--- config.mk ---
export PLATFORM = sky130hd
export DESIGN_NAME = mmi_interp
export DESIGN_NICKNAME = d
export VERILOG_FILES = /design/src/inc/mmi_pkg.sv /design/src/core/mmi_interp.sv
export VERILOG_INCLUDE_DIRS = /design/src /design/src/inc
export SDC_FILE = /design/constraint.sdc
export NUM_CORES = 1
export LEC_CHECK = 0
export BUFFER_PORTS_ARGS = -buffer_cell sky130_fd_sc_hd__buf_2
export CELL_PAD_IN_SITES_DETAIL_PLACEMENT = 1
export CELL_PAD_IN_SITES_GLOBAL_PLACEMENT = 1
export CORE_ASPECT_RATIO = 1.4
export CORE_MARGIN = 3
export CORE_UTILIZATION = 40
export CTS_CLUSTER_DIAMETER = 150
export DETAILED_ROUTE_END_ITERATION = 7
export PLACE_DENSITY = 0.79
export SKIP_CTS_REPAIR_TIMING = 1
export SYNTH_ARGS = -nofsm -noshare
export SYNTH_HDL_FRONTEND = slang
export SYNTH_SLANG_ARGS = --single-unit
--- constraint.sdc ---
create_clock -name clock_in -period 5.34 [get_ports clock_in]
set_clock_uncertainty 0.1 [all_clocks]
set_input_delay 0.801 -clock clock_in [delete_from_list [all_inputs] [get_ports clock_in]]
set_output_delay 0.801 -clock clock_in [all_outputs]
set_load 0.01 [all_outputs]
--- src/inc/mmi_cfg.svh ---
// Constants for the MIDI message interpreter.
// Behaviour
// - With omni on accept channel messages on any channel, otherwise only selected channels.
// - Mono assignment sounds one note at a time; poly uses every free voice.
// - Note numbers run 0 to 127 with middle C at 60, mapped to pitch.
// - Note off ends the matching sounding note, same number range as note on.
// - Velocity 1 to 127 scales dynamics; velocity zero acts as note off.
// - Channel pressure is one value for all keys; poly pressure is per key.
// - Program change selects one of 128 programs on the addressed channel.
// - Controller numbers are decoded by function, such as 1, 7 and 10.
// - Controllers 32 to 63 are fine halves of controllers 0 to 31.
// - Switch controllers 64 to 67 take 0 for off and 127 for on.
// - Controllers 98 to 101 pick a parameter number; entry, 96 and 97 modify it.
// - Controller 121 resets all controllers; 123 silences every note on the channel.
// - Controller 122 with 0 or 127 switches local control off or on.
// - 124 and 125 set omni off and on; 126 mono with count; 127 poly.
// - System messages act regardless of channel or omni setting.
// - Song position gives sixteenth beats from start; playback relocates there.
// - Exclusive data is used only when addressed to this maker's equipment.
// - Each timing clock advances by one twenty-fourth of a quarter note.
// - The received clock is subdivided to 96 pulses per quarter note, locked.
// - Start always begins playback from the beginning of the song.
// - Stop halts and keeps position; continue resumes from there.
`ifndef MMI_CFG_SVH
`define MMI_CFG_SVH
`define MMI_K_NOTE_OFF 4'h8
`define MMI_K_NOTE_ON 4'h9
`define MMI_K_POLY_PRESS 4'hA
`define MMI_K_CTRL 4'hB
`define MMI_K_PROG 4'hC
`define MMI_K_CHAN_PRESS 4'hD
`define MMI_K_SYSTEM 4'hF
`define MMI_B_SYX_BEGIN 8'hF0
`define MMI_B_SONG_POS 8'hF2
`define MMI_B_CLOCK 8'hF8
`define MMI_B_START 8'hFA
`define MMI_B_CONT 8'hFB
`define MMI_B_STOP 8'hFC
`define MMI_CC_DATA_MSB 7'h06
`define MMI_CC_FINE_LO 7'h20
`define MMI_CC_FINE_HI 7'h3F
`define MMI_CC_SUSTAIN 7'h40
`define MMI_CC_SOFT 7'h43
`define MMI_CC_DATA_LSB 7'h26
`define MMI_CC_INC 7'h60
`define MMI_CC_DEC 7'h61
`define MMI_CC_NRPN_MSB 7'h62
`define MMI_CC_NRPN_LSB 7'h63
`define MMI_CC_RPN_MSB 7'h64
`define MMI_CC_RPN_LSB 7'h65
`define MMI_CC_RESET_ALL 7'h79
`define MMI_CC_LOCAL 7'h7A
`define MMI_CC_NOTES_OFF 7'h7B
`define MMI_CC_OMNI_OFF 7'h7C
`define MMI_CC_OMNI_ON 7'h7D
`define MMI_CC_MONO 7'h7E
`define MMI_CC_POLY 7'h7F
`define MMI_MIDDLE_C 8'h3C
`define MMI_CLK_PER_STEP_M1 3'h5
`define MMI_SUB_PER_CLK_M1 2'h3
`define MMI_PARAM_NULL 14'h3FFF
`define MMI_OFS_CFG 8'h00
`define MMI_OFS_SYX_ID 8'h04
`define MMI_OFS_STATUS 8'h08
`define MMI_OFS_POS 8'h0C
`define MMI_OFS_PROG 8'h10
`define MMI_OFS_PARAM 8'h14
`define MMI_RST_BASE_CH 4'h0
`define MMI_RST_MONO_CNT 5'h01
// The default maker code is arbitrary; software sets the real one.
`define MMI_RST_SYX_ID 7'h7D
`endif

--- src/inc/mmi_pkg.sv ---
// Types for the MIDI message interpreter.
package mmi_pkg;
  typedef enum logic [1:0] {SX_IDLE, SX_ID, SX_MINE, SX_SKIP} mmi_sx_state_type;
endpackage

--- src/core/mmi_interp.sv ---
// MIDI message interpreter with APB configuration and status registers.
`timescale 1ns/10ps
`include "mmi_cfg.svh"
module mmi_interp #(
  parameter int VOICES = 8,
  parameter int PERIOD_W = 20
) (
  // Clock and reset
  input wire logic clock_in,
  input wire logic reset_in,
  // APB slave
  input wire logic psel_in,
  input wire logic penable_in,
  input wire logic pwrite_in,
  input wire logic [7:0] paddr_in,
  input wire logic [31:0] pwdata_in,
  output logic [31:0] prdata_out,
  output logic pready_out,
  output logic pslverr_out,
  // Received byte stream
  input wire logic [7:0] midi_byte_in,
  input wire logic midi_valid_in,
  // Voice events
  output logic voice_start_out,
  output logic voice_stop_out,
  output logic [$clog2(VOICES)-1:0] voice_idx_out,
  output logic [6:0] voice_note_out,
  output logic [6:0] voice_vel_out,
  output logic [7:0] voice_semis_out,
  output logic all_off_out,
  // Pressure, program and controller events
  output logic press_valid_out,
  output logic press_poly_out,
  output logic [6:0] press_note_out,
  output logic [6:0] press_val_out,
  output logic prog_valid_out,
  output logic [6:0] prog_num_out,
  output logic [3:0] prog_chan_out,
  output logic ctrl_valid_out,
  output logic [6:0] ctrl_num_out,
  output logic [13:0] ctrl_val_out,
  output logic ctrl_reset_out,
  output logic param_valid_out,
  output logic local_on_out,
  // Exclusive data and transport
  output logic syx_valid_out,
  output logic [6:0] syx_data_out,
  output logic running_out,
  output logic tick_out,
  output logic fine_tick_out
);
  localparam int IW = $clog2(VOICES);
  wire logic [7:0] b = midi_byte_in;
  logic [7:0] status_q;
  logic have1_q;
  logic [6:0] d1_q;
  mmi_pkg::mmi_sx_state_type sx_q;
  logic [3:0] base_q;
  logic omni_q, mono_q, local_q, running_q, param_reg_q;
  logic [4:0] mono_cnt_q;
  logic [6:0] syx_id_q, prog_q;
  logic [3:0] switch_q;
  logic [13:0] param_num_q, param_data_q, pos_q;
  logic [2:0] phase_q;
  logic [6:0] coarse_q [32];
  logic [6:0] vnote_q [VOICES];
  logic [VOICES-1:0] von_q;
  logic [PERIOD_W-1:0] period_q, gap_q, sub_left_q;
  logic [1:0] sub_idx_q;

  logic is_rt, is_stat, is_data, two, fire, acc, chan_ok;
  logic note_on, note_off, cc_fire;
  logic [3:0] kind, ch;
  logic [6:0] d1, d2;
  logic [4:0] ch_off, span;
  assign is_rt = midi_valid_in && (b[7:3] == 5'h1F);
  assign is_stat = midi_valid_in && b[7] && !is_rt;
  assign is_data = midi_valid_in && !b[7];
  assign kind = status_q[7:4];
  assign ch = status_q[3:0];
  assign two = (kind != `MMI_K_PROG) && (kind != `MMI_K_CHAN_PRESS);
  assign fire = is_data && status_q[7] && (have1_q || !two);
  assign d1 = two ? d1_q : b[6:0];
  assign d2 = b[6:0];
  assign ch_off = {1'b0, ch} - {1'b0, base_q};
  assign span = (mono_q && mono_cnt_q != 5'h00) ? mono_cnt_q : 5'h01;
  assign chan_ok = omni_q || (ch_off < span);
  assign acc = fire && (kind == `MMI_K_SYSTEM || chan_ok);
  assign note_on = acc && kind == `MMI_K_NOTE_ON && d2 != 7'h00;
  assign note_off = acc && (kind == `MMI_K_NOTE_OFF || (kind == `MMI_K_NOTE_ON && d2 == 7'h00));

  function automatic logic cc_known(input logic [6:0] n);
    cc_known = (n inside {[7'h01:7'h08], 7'h0A, 7'h0B, [7'h10:7'h13], [7'h20:7'h43],
      7'h45, [7'h50:7'h53], [7'h5C:7'h65], [7'h79:7'h7F]});
  endfunction
  assign cc_fire = acc && kind == `MMI_K_CTRL && cc_known(d1);

  // Running status survives real-time bytes; any other status cancels it.
  always_ff @(posedge clock_in)
  begin
    if (reset_in)
    begin
      status_q <= 8'h00;
      have1_q <= 1'b0;
      d1_q <= 7'h00;
    end
    else if (is_stat)
    begin
      status_q <= (b[7:4] != `MMI_K_SYSTEM || b == `MMI_B_SONG_POS) ? b : 8'h00;
      have1_q <= 1'b0;
    end
    else if (is_data && status_q[7])
    begin
      have1_q <= two && !have1_q;
      d1_q <= b[6:0];
    end
  end

  // The first data byte after the exclusive start is the maker code.
  always_ff @(posedge clock_in)
  begin
    syx_valid_out <= 1'b0;
    if (reset_in)
    begin
      sx_q <= mmi_pkg::SX_IDLE;
      syx_data_out <= 7'h00;
    end
    else if (is_stat)
      sx_q <= (b == `MMI_B_SYX_BEGIN) ? mmi_pkg::SX_ID : mmi_pkg::SX_IDLE;
    else if (is_data)
    begin
      unique case (sx_q)
        mmi_pkg::SX_ID: sx_q <= (b[6:0] == syx_id_q) ? mmi_pkg::SX_MINE : mmi_pkg::SX_SKIP;
        mmi_pkg::SX_MINE:
        begin
          syx_valid_out <= 1'b1;
          syx_data_out <= b[6:0];
        end
        mmi_pkg::SX_IDLE, mmi_pkg::SX_SKIP: sx_q <= sx_q;
      endcase
    end
  end

  logic free_hit, match_hit;
  logic [IW-1:0] free_idx, match_idx;
  always_comb
  begin
    free_hit = 1'b0;
    match_hit = 1'b0;
    free_idx = '0;
    match_idx = '0;
    for (int i = VOICES - 1; i >= 0; i--)
    begin
      if (!von_q[i])
      begin
        free_hit = 1'b1;
        free_idx = IW'(i);
      end
      if (von_q[i] && vnote_q[i] == d1)
      begin
        match_hit = 1'b1;
        match_idx = IW'(i);
      end
    end
  end

  logic silence;
  assign silence = cc_fire && d1 == `MMI_CC_NOTES_OFF && d2 == 7'h00;
  // Poly drops a note when every voice is busy rather than stealing one.
  always_ff @(posedge clock_in)
  begin
    voice_start_out <= 1'b0;
    voice_stop_out <= 1'b0;
    all_off_out <= 1'b0;
    if (reset_in)
    begin
      von_q <= '0;
      voice_idx_out <= '0;
      voice_note_out <= 7'h00;
      voice_vel_out <= 7'h00;
      voice_semis_out <= 8'h00;
      for (int i = 0; i < VOICES; i++)
        vnote_q[i] <= 7'h00;
    end
    else if (silence)
    begin
      von_q <= '0;
      all_off_out <= 1'b1;
    end
    else if (note_on && (mono_q || free_hit))
    begin
      voice_start_out <= 1'b1;
      voice_idx_out <= mono_q ? '0 : free_idx;
      voice_note_out <= d1;
      voice_vel_out <= d2;
      voice_semis_out <= {1'b0, d1} - `MMI_MIDDLE_C;
      von_q[mono_q ? 0 : free_idx] <= 1'b1;
      vnote_q[mono_q ? 0 : free_idx] <= d1;
    end
    else if (note_off && match_hit)
    begin
      voice_stop_out <= 1'b1;
      voice_idx_out <= match_idx;
      voice_note_out <= d1;
      von_q[match_idx] <= 1'b0;
    end
  end

  always_ff @(posedge clock_in)
  begin
    press_valid_out <= 1'b0;
    prog_valid_out <= 1'b0;
    if (reset_in)
    begin
      press_poly_out <= 1'b0;
      press_note_out <= 7'h00;
      press_val_out <= 7'h00;
      prog_q <= 7'h00;
      prog_chan_out <= 4'h0;
    end
    else if (acc && kind == `MMI_K_POLY_PRESS)
    begin
      press_valid_out <= 1'b1;
      press_poly_out <= 1'b1;
      press_note_out <= d1;
      press_val_out <= d2;
    end
    else if (acc && kind == `MMI_K_CHAN_PRESS)
    begin
      press_valid_out <= 1'b1;
      press_poly_out <= 1'b0;
      press_note_out <= 7'h00;
      press_val_out <= d1;
    end
    else if (acc && kind == `MMI_K_PROG)
    begin
      prog_valid_out <= 1'b1;
      prog_q <= d1;
      prog_chan_out <= ch;
    end
  end
  assign prog_num_out = prog_q;

  // Controllers and parameter entry.
  logic [13:0] param_next;
  always_comb
  begin
    param_next = param_data_q;
    if (d1 == `MMI_CC_DATA_MSB)
      param_next = {d2, 7'h00};
    else if (d1 == `MMI_CC_DATA_LSB)
      param_next = {param_data_q[13:7], d2};
    else if (d1 == `MMI_CC_INC && param_data_q != 14'h3FFF)
      param_next = param_data_q + 14'h0001;
    else if (d1 == `MMI_CC_DEC && param_data_q != 14'h0000)
      param_next = param_data_q - 14'h0001;
  end

  always_ff @(posedge clock_in)
  begin
    ctrl_valid_out <= 1'b0;
    ctrl_reset_out <= 1'b0;
    param_valid_out <= 1'b0;
    if (reset_in)
    begin
      ctrl_num_out <= 7'h00;
      ctrl_val_out <= 14'h0000;
      switch_q <= 4'h0;
      param_num_q <= `MMI_PARAM_NULL;
      param_data_q <= 14'h0000;
      param_reg_q <= 1'b1;
      for (int i = 0; i < 32; i++)
        coarse_q[i] <= 7'h00;
    end
    else if (cc_fire && d1 == `MMI_CC_RESET_ALL && d2 == 7'h00)
    begin
      ctrl_reset_out <= 1'b1;
      switch_q <= 4'h0;
      param_num_q <= `MMI_PARAM_NULL;
      for (int i = 0; i < 32; i++)
        coarse_q[i] <= 7'h00;
    end
    else if (cc_fire && d1 < `MMI_CC_RESET_ALL)
    begin
      ctrl_valid_out <= 1'b1;
      ctrl_num_out <= d1;
      ctrl_val_out <= {d2, 7'h00};
      if (d1 < `MMI_CC_FINE_LO)
        coarse_q[d1[4:0]] <= d2;
      else if (d1 <= `MMI_CC_FINE_HI)
      begin
        ctrl_num_out <= d1 - `MMI_CC_FINE_LO;
        ctrl_val_out <= {coarse_q[d1[4:0]], d2};
      end
      if (d1 >= `MMI_CC_SUSTAIN && d1 <= `MMI_CC_SOFT)
        switch_q[d1[1:0]] <= d2[6];
      if (d1 inside {`MMI_CC_RPN_MSB, `MMI_CC_NRPN_MSB})
      begin
        param_num_q[13:7] <= d2;
        param_reg_q <= d1 == `MMI_CC_RPN_MSB;
      end
      if (d1 inside {`MMI_CC_RPN_LSB, `MMI_CC_NRPN_LSB})
      begin
        param_num_q[6:0] <= d2;
        param_reg_q <= d1 == `MMI_CC_RPN_LSB;
      end
      if (d1 inside {`MMI_CC_DATA_MSB, `MMI_CC_DATA_LSB, `MMI_CC_INC, `MMI_CC_DEC}
          && param_num_q != `MMI_PARAM_NULL)
      begin
        param_data_q <= param_next;
        param_valid_out <= 1'b1;
      end
    end
  end

  // Mode state: software sets it over APB, mode messages arriving later override it.
  logic apb_wr;
  assign apb_wr = psel_in && penable_in && pwrite_in;
  always_ff @(posedge clock_in)
  begin
    if (reset_in)
    begin
      base_q <= `MMI_RST_BASE_CH;
      omni_q <= 1'b0;
      mono_q <= 1'b0;
      mono_cnt_q <= `MMI_RST_MONO_CNT;
      syx_id_q <= `MMI_RST_SYX_ID;
      local_q <= 1'b1;
    end
    else
    begin
      if (apb_wr && paddr_in == `MMI_OFS_CFG)
      begin
        base_q <= pwdata_in[3:0];
        omni_q <= pwdata_in[4];
        mono_q <= pwdata_in[5];
        mono_cnt_q <= pwdata_in[10:6];
      end
      if (apb_wr && paddr_in == `MMI_OFS_SYX_ID)
        syx_id_q <= pwdata_in[6:0];
      if (cc_fire)
      begin
        unique case (d1)
          `MMI_CC_LOCAL: if (d2 == 7'h00 || d2 == 7'h7F) local_q <= d2[6];
          `MMI_CC_OMNI_OFF: omni_q <= 1'b0;
          `MMI_CC_OMNI_ON: omni_q <= 1'b1;
          `MMI_CC_MONO:
          begin
            mono_q <= 1'b1;
            mono_cnt_q <= (d2 > 7'h10) ? 5'h10 : d2[4:0];
            if (d2 == 7'h00)
              omni_q <= 1'b0;
          end
          `MMI_CC_POLY: mono_q <= 1'b0;
          default: ;
        endcase
      end
    end
  end
  assign local_on_out = local_q;

  // Transport: position counts sixteenths, six clocks each.
  logic rt_clock, rt_start, rt_stop, rt_cont, spp_fire;
  assign rt_clock = is_rt && b == `MMI_B_CLOCK;
  assign rt_start = is_rt && b == `MMI_B_START;
  assign rt_stop = is_rt && b == `MMI_B_STOP;
  assign rt_cont = is_rt && b == `MMI_B_CONT;
  assign spp_fire = acc && status_q == `MMI_B_SONG_POS;
  always_ff @(posedge clock_in)
  begin
    tick_out <= 1'b0;
    if (reset_in)
    begin
      running_q <= 1'b0;
      pos_q <= 14'h0000;
      phase_q <= 3'h0;
    end
    else if (rt_start)
    begin
      running_q <= 1'b1;
      pos_q <= 14'h0000;
      phase_q <= 3'h0;
    end
    else if (rt_stop)
      running_q <= 1'b0;
    else if (rt_cont)
      running_q <= 1'b1;
    else if (spp_fire)
    begin
      pos_q <= {d2, d1};
      phase_q <= 3'h0;
    end
    else if (rt_clock && running_q)
    begin
      tick_out <= 1'b1;
      phase_q <= (phase_q == `MMI_CLK_PER_STEP_M1) ? 3'h0 : phase_q + 3'h1;
      if (phase_q == `MMI_CLK_PER_STEP_M1)
        pos_q <= pos_q + 14'h0001;
    end
  end
  assign running_out = running_q;

  // Fine ticks split the last measured clock gap in four; a new clock re-locks them.
  always_ff @(posedge clock_in)
  begin
    fine_tick_out <= 1'b0;
    if (reset_in)
    begin
      gap_q <= '0;
      period_q <= '0;
      sub_left_q <= '0;
      sub_idx_q <= `MMI_SUB_PER_CLK_M1;
    end
    else if (rt_clock)
    begin
      gap_q <= '0;
      period_q <= gap_q;
      sub_left_q <= gap_q >> 2;
      sub_idx_q <= 2'h0;
      fine_tick_out <= running_q;
    end
    else
    begin
      if (gap_q != '1)
        gap_q <= gap_q + 1'b1;
      if (sub_idx_q != `MMI_SUB_PER_CLK_M1)
      begin
        if (sub_left_q == '0)
        begin
          fine_tick_out <= running_q;
          sub_left_q <= period_q >> 2;
          sub_idx_q <= sub_idx_q + 2'h1;
        end
        else
          sub_left_q <= sub_left_q - 1'b1;
      end
    end
  end

  // APB read side answers in the access cycle with no wait states.
  assign pready_out = 1'b1;
  logic mapped;
  assign mapped = paddr_in inside {`MMI_OFS_CFG, `MMI_OFS_SYX_ID, `MMI_OFS_STATUS,
    `MMI_OFS_POS, `MMI_OFS_PROG, `MMI_OFS_PARAM};
  assign pslverr_out = psel_in && penable_in && !mapped;
  always_comb
  begin
    prdata_out = 32'h0000_0000;
    if (psel_in && !pwrite_in)
    begin
      unique case (paddr_in)
        `MMI_OFS_CFG: prdata_out = {21'h0, mono_cnt_q, mono_q, omni_q, base_q};
        `MMI_OFS_SYX_ID: prdata_out = {25'h0, syx_id_q};
        `MMI_OFS_STATUS: prdata_out = {25'h0, switch_q, param_reg_q, local_q, running_q};
        `MMI_OFS_POS: prdata_out = {13'h0, phase_q, 2'h0, pos_q};
        `MMI_OFS_PROG: prdata_out = {25'h0, prog_q};
        `MMI_OFS_PARAM: prdata_out = {4'h0, param_data_q, param_num_q};
        default: prdata_out = 32'h0000_0000;
      endcase
    end
  end
endmodule // mmi_interp

---- After elaboration in Yosys (flattened, before gate mapping) ----
Memory sizes are Yosys's and may differ from the RTL's.
Index checks and enable logic that the tools add are counted.
storage, ports and cells
  bits in writable memories ............... 280
  memories kept ........................... 2
  register bits after elaboration ......... 248
  bits of input ports ..................... 54
operators by class
  magnitude comparators ................... 24
  bitwise logic cells ..................... 44
  muxes and demuxes ....................... 163
  reductions and logical operators ........ 124
  equality and inequality tests ........... 59
  $add $sub $neg .......................... 10
memories
  name      words  bits a word  rd ports  clocked after memory_dff  wr ports  line              source
  coarse_q  32     7            1         0                         32        mmi_interp.sv:65  logic [6:0] coarse_q [32];
  vnote_q   8      7            8         0                         8         mmi_interp.sv:66  logic [6:0] vnote_q [VOICES];
operators by type and width
  cell                     number
  $mux W7                  43
  $pmux W28 S6             1
  $mux W14                 9
  $eq A7 B7 Y1 const B     15
  $mux W3                  24
  $eq A7 B7 Y1             9
  $mux W1                  61
  $logic_and A1 B1 Y1      59
  $eq A8 B8 Y1 const B     7
  $mux W18                 2
  $ge A32 B1 Y1 const B    1
  $lt A32 B4 Y1 const B    1
  $mux W32                 1
  $or A1 B1 Y1             32
  $mux W5                  6
  $add A14 B1 Y14 const B  2
  $eq A4 B4 Y1 const B     7
  $ge A7 B7 Y1 const B     4
  $le A7 B7 Y1 const B     4
  $ne A14 B14 Y1 const B   2
  $mux W8                  3
  $reduce_bool A2 Y1       11
  $add A20 B1 Y20 const B  1
  $logic_not A20 Y1        1
  64 further kinds         118

---- Logic depth before layout (Yosys ltp) ----
  depth after elaboration ................. 21
  mapped depth ............................ 19

---- Worst setup path after synthesis ----
No wires, ideal clock.
  path type ............................... register to register
  from .................................... register status_q[0]
  to ...................................... memory coarse_q[7][0] (enable)
  arrival time ............................ 4.098 ns
  path slack .............................. 0.761 ns
  data required time ...................... 4.859 ns
  cell stages (with the launch flop) ...... 17
  cell sequence ........................... dfxtp_1 -> inv_1 -> ha_1 -> fa_1 -> inv_1 -> a21o_1 -> a21oi_1 -> ha_1 -> a211o_1 -> a211o_1 -> a211oi_2 -> and4_1 -> buf_4 -> nand3_4 -> or4_1 -> buf_6 -> o21ai_0
RTL lines
  what                    line               source
  start, declared         mmi_interp.sv:54   logic [7:0] status_q;
  start signal, assigned  mmi_interp.sv:109  status_q <= (b[7:4] != `MMI_K_SYSTEM || b == `MMI_B_SONG_POS) ? b : 8'h00;
  end, declared           mmi_interp.sv:65

==> results.sh <==
export IMPL_dieWidth_microns=220
export IMPL_path_clk_slew_ns=0.07
export IMPL_synth_seq_cells=526
export IMPL_grt_overflow_total=0
export IMPL_area_growth_pct=15.5
export IMPL_p_leak_nw=10.9
export IMPL_rr_worst_depth=15
export IMPL_setup_viol=0
export IMPL_drive_gt1_frac=0.150
export IMPL_pwr_share_seq=0.450
export IMPL_p_sw_mw=3.03
export IMPL_fin_cells=3696
export IMPL_crit_arrival_ns=5.23
export IMPL_drv_slew=0
export IMPL_hold_slack_ns=0.319
export IMPL_yosysWarnings=0
export IMPL_synthCells=2578
export IMPL_setup_ws_ns=0.358
export IMPL_dpl_hpwl_microns=64600
export IMPL_grt_pass1_vias=23069
export IMPL_top_layer_used="met5"
export IMPL_grt_max_degree=95
export IMPL_wirelength_met1_microns=33800
export IMPL_p_clk_frac=0.366
export IMPL_crit_required_ns=5.58
export IMPL_power_density_nw_per_um2=343
export IMPL_clock_path_buffers=3
export IMPL_vias_per_cell=5.91
export IMPL_violations="DRC"
export IMPL_crit_path_max_fanout=10
export IMPL_core_sq_um=63300
export IMPL_die_area_sq_um=67300
export IMPL_dr_wl_met3_microns=5730
export IMPL_nNetsFinal=2901
export IMPL_finalHoldViolCount=0
export IMPL_tritoncts="built"
export IMPL_io_pins=180
export IMPL_setup_tns_final_ns=0
export IMPL_htreeDepth=2
export IMPL_yosys_most_used_dff="edfxtp_1"
export IMPL_port_buffers=153
export IMPL_root_buffer="clkbuf_16"
export IMPL_fin_crit_sh=0.933
export IMPL_wl_met2_microns=46000
export IMPL_synth_top_area_frac=0.328
export IMPL_p_int_mw=7.13
export IMPL_dp_cells=3601
export IMPL_clkLatencyLatePin_ns=0.63
export IMPL_pwr_share_comb=0.184
export IMPL_min_period_ns=4.98
export IMPL_antenna_found_initial=4
export IMPL_nFillCells=7173
export IMPL_rows=109
export IMPL_ys_top_cells_by_count="nand2_1, edfxtp_1, nor2_1"
export IMPL_yosysUniqueCellTypes=98
export IMPL_cp_end_kind="flop"
export IMPL_tightest_slew_ns=1.22
export IMPL_hold_depth=2
export IMPL_drt_iter0_drc=1977
export IMPL_critical_path_class="flop to flop"
export IMPL_rsz0062_at_grt="false"
export IMPL_peakVddDrop_v=0.000378
export IMPL_synth_edf_count=280
export IMPL_avgSynthCellArea_sq_um=9.95
export IMPL_dr_pass1_iters=8
export IMPL_numClockSinks=526
export IMPL_start_kind="flop"
export IMPL_grt_use_total=0.266
export IMPL_cap_violations=0
export IMPL_yosysMostFrequentCell="nand2_1"
export IMPL_wl_per_cell_microns=24.7
export IMPL_netlist_area_sq_um=25700
export IMPL_placed_area_sq_um=27900
export IMPL_multiInputGateArea_sq_um=11800
export IMPL_yosysSeqAreaShare=0.520
export IMPL_die_y_microns=306
export IMPL_p_sw_frac=0.298
export IMPL_initial_utilization=0.406
export IMPL_wirelength_microns=91400
export IMPL_status="finished, violations left"
export IMPL_drcViolationCount=4
export IMPL_timing_fmax_mhz=201
export IMPL_detail_route_antenna_nets=0
export IMPL_p_total_mw=10.2
export IMPL_slew_headroom=0.184
export IMPL_post_route_util=0.468
export IMPL_gp_congestion=0.911
export IMPL_preCtsSetupSlack_ns=0.396
export IMPL_synth_top_cell_by_area="edfxtp_1"
export IMPL_via_count=21825
export IMPL_cts_buffers=50
export IMPL_synth_top_cells_by_area="edfxtp_1, dfxtp_1, nand2_1, nor2_1, a21oi_1"
export IMPL_hold_class="input pin to flop"
export IMPL_fin_area_sq_um=29600
export IMPL_synth_async_reset_ratio=0
export IMPL_grt_pass1_wl_microns=138000
export IMPL_ff_latch_area_sq_um=13300
flip-flops by register name, indices dropped and copies added, names as in the netlist, 14 cells and up:
register / cells
coarse_q: 224
vnote_q: 56
gap_q: 20
sub_left_q: 20
period_q: 18
ctrl_val_out: 14
param_data_q: 14
param_num_q: 14
pos_q: 14
per-layer routing:
layer / up-vias / GRT usage
li1: 9700 / -
met2: 904 / 0.470
met1: 10904 / 0.302
met4: 4 / 0.152
met5: - / 0
met3: 313 / 0.0425
final timing paths:
| path | slack, ns | startpoint | end |
|---|---|---|---|
| setup reg to reg | 0.36 | status_q[0] | coarse_q[7][2] |
| setup / recovery | 0.36 | status_q[0] | coarse_q[7][2] |
| hold / removal | 0.32 | pwdata_in[6] | syx_id_q[6] |
| hold reg to reg | 0.36 | ctrl_val_out[5] | ctrl_val_out[5] |
kinds of logic (layout without fill, tap and decap cells):
kind of cell    after synthesis  count (layout)  synth area share
flops                       526             526             0.520
simple gates               1070            1070             0.202
buf+inv                     246             401            0.0427
other cells                   2             133          0.000293
xor+xnor                    113             113            0.0386
mux                         103             103            0.0534
compound gates              492             492             0.131
fa+ha+maj                    26              26            0.0133
cell usage in the layout (no fill, tap or decap), types with 10 or more instances in the layout:
cell type,count
nor2_1,276
a22o_1,10
clkbuf_16,51
ha_1,24
xor2_1,53
nand4_1,25
and3_1,27
nor2b_1,28
o21ai_0,50
nand2b_1,30
mux2_2,18
buf_2,152
edfxtp_1,280
o22ai_1,11
conb_1,131
dfxtp_1,246
a21oi_1,157
o211ai_1,20
nor3_1,117
inv_1,60
a222oi_1,11
or3_1,16
xnor2_1,60
nor4_1,32
mux2i_1,53
a311oi_1,12
nand2_1,293
a211oi_1,33
mux4_2,19
and2_1,71
a31oi_1,47
buf_4,92
a22oi_1,34
nand3_1,94
area by class of cell:
cell class                      count  area share
Antenna cell                        2    0.000169
Clock buffer                       66      0.0468
Clock inverter                     27      0.0104
Inverter                           60     0.00760
Multi-Input combinational cell   1935       0.399
Sequential cell                   526       0.450
Tap cell                          832      0.0351
Timing Repair Buffer              248      0.0514
power groups by stage:
stage | registers [mW] | clock network (mW) | logic, mW
global placement | 4.63 | 0 | 1.70
floorplan | 4.59 | 0 | 1.12
CTS | 4.53 | 3.76 | 1.39
global route | 4.54 | 3.91 | 1.53
finish | 4.57 | 3.72 | 1.87
detailed placement | 4.65 | 0 | 1.80
worst max-delay path, stage by stage, from the launching register on:
cell      delay [ns]
dfxtp_1         0.38
inv_1           0.08
ha_1            0.23
fa_1            0.41
inv_1           0.09
a21o_1          0.11
a21oi_1         0.07
ha_1            0.32
a211o_1         0.31
a211o_1         0.29
a211oi_2        0.28
and4_1          0.32
nand3_4         0.18
or4_1           0.76
o21ai_0         0.53
buf_4           0.23
No activity file was read; power rests on OpenSTA's default activity.
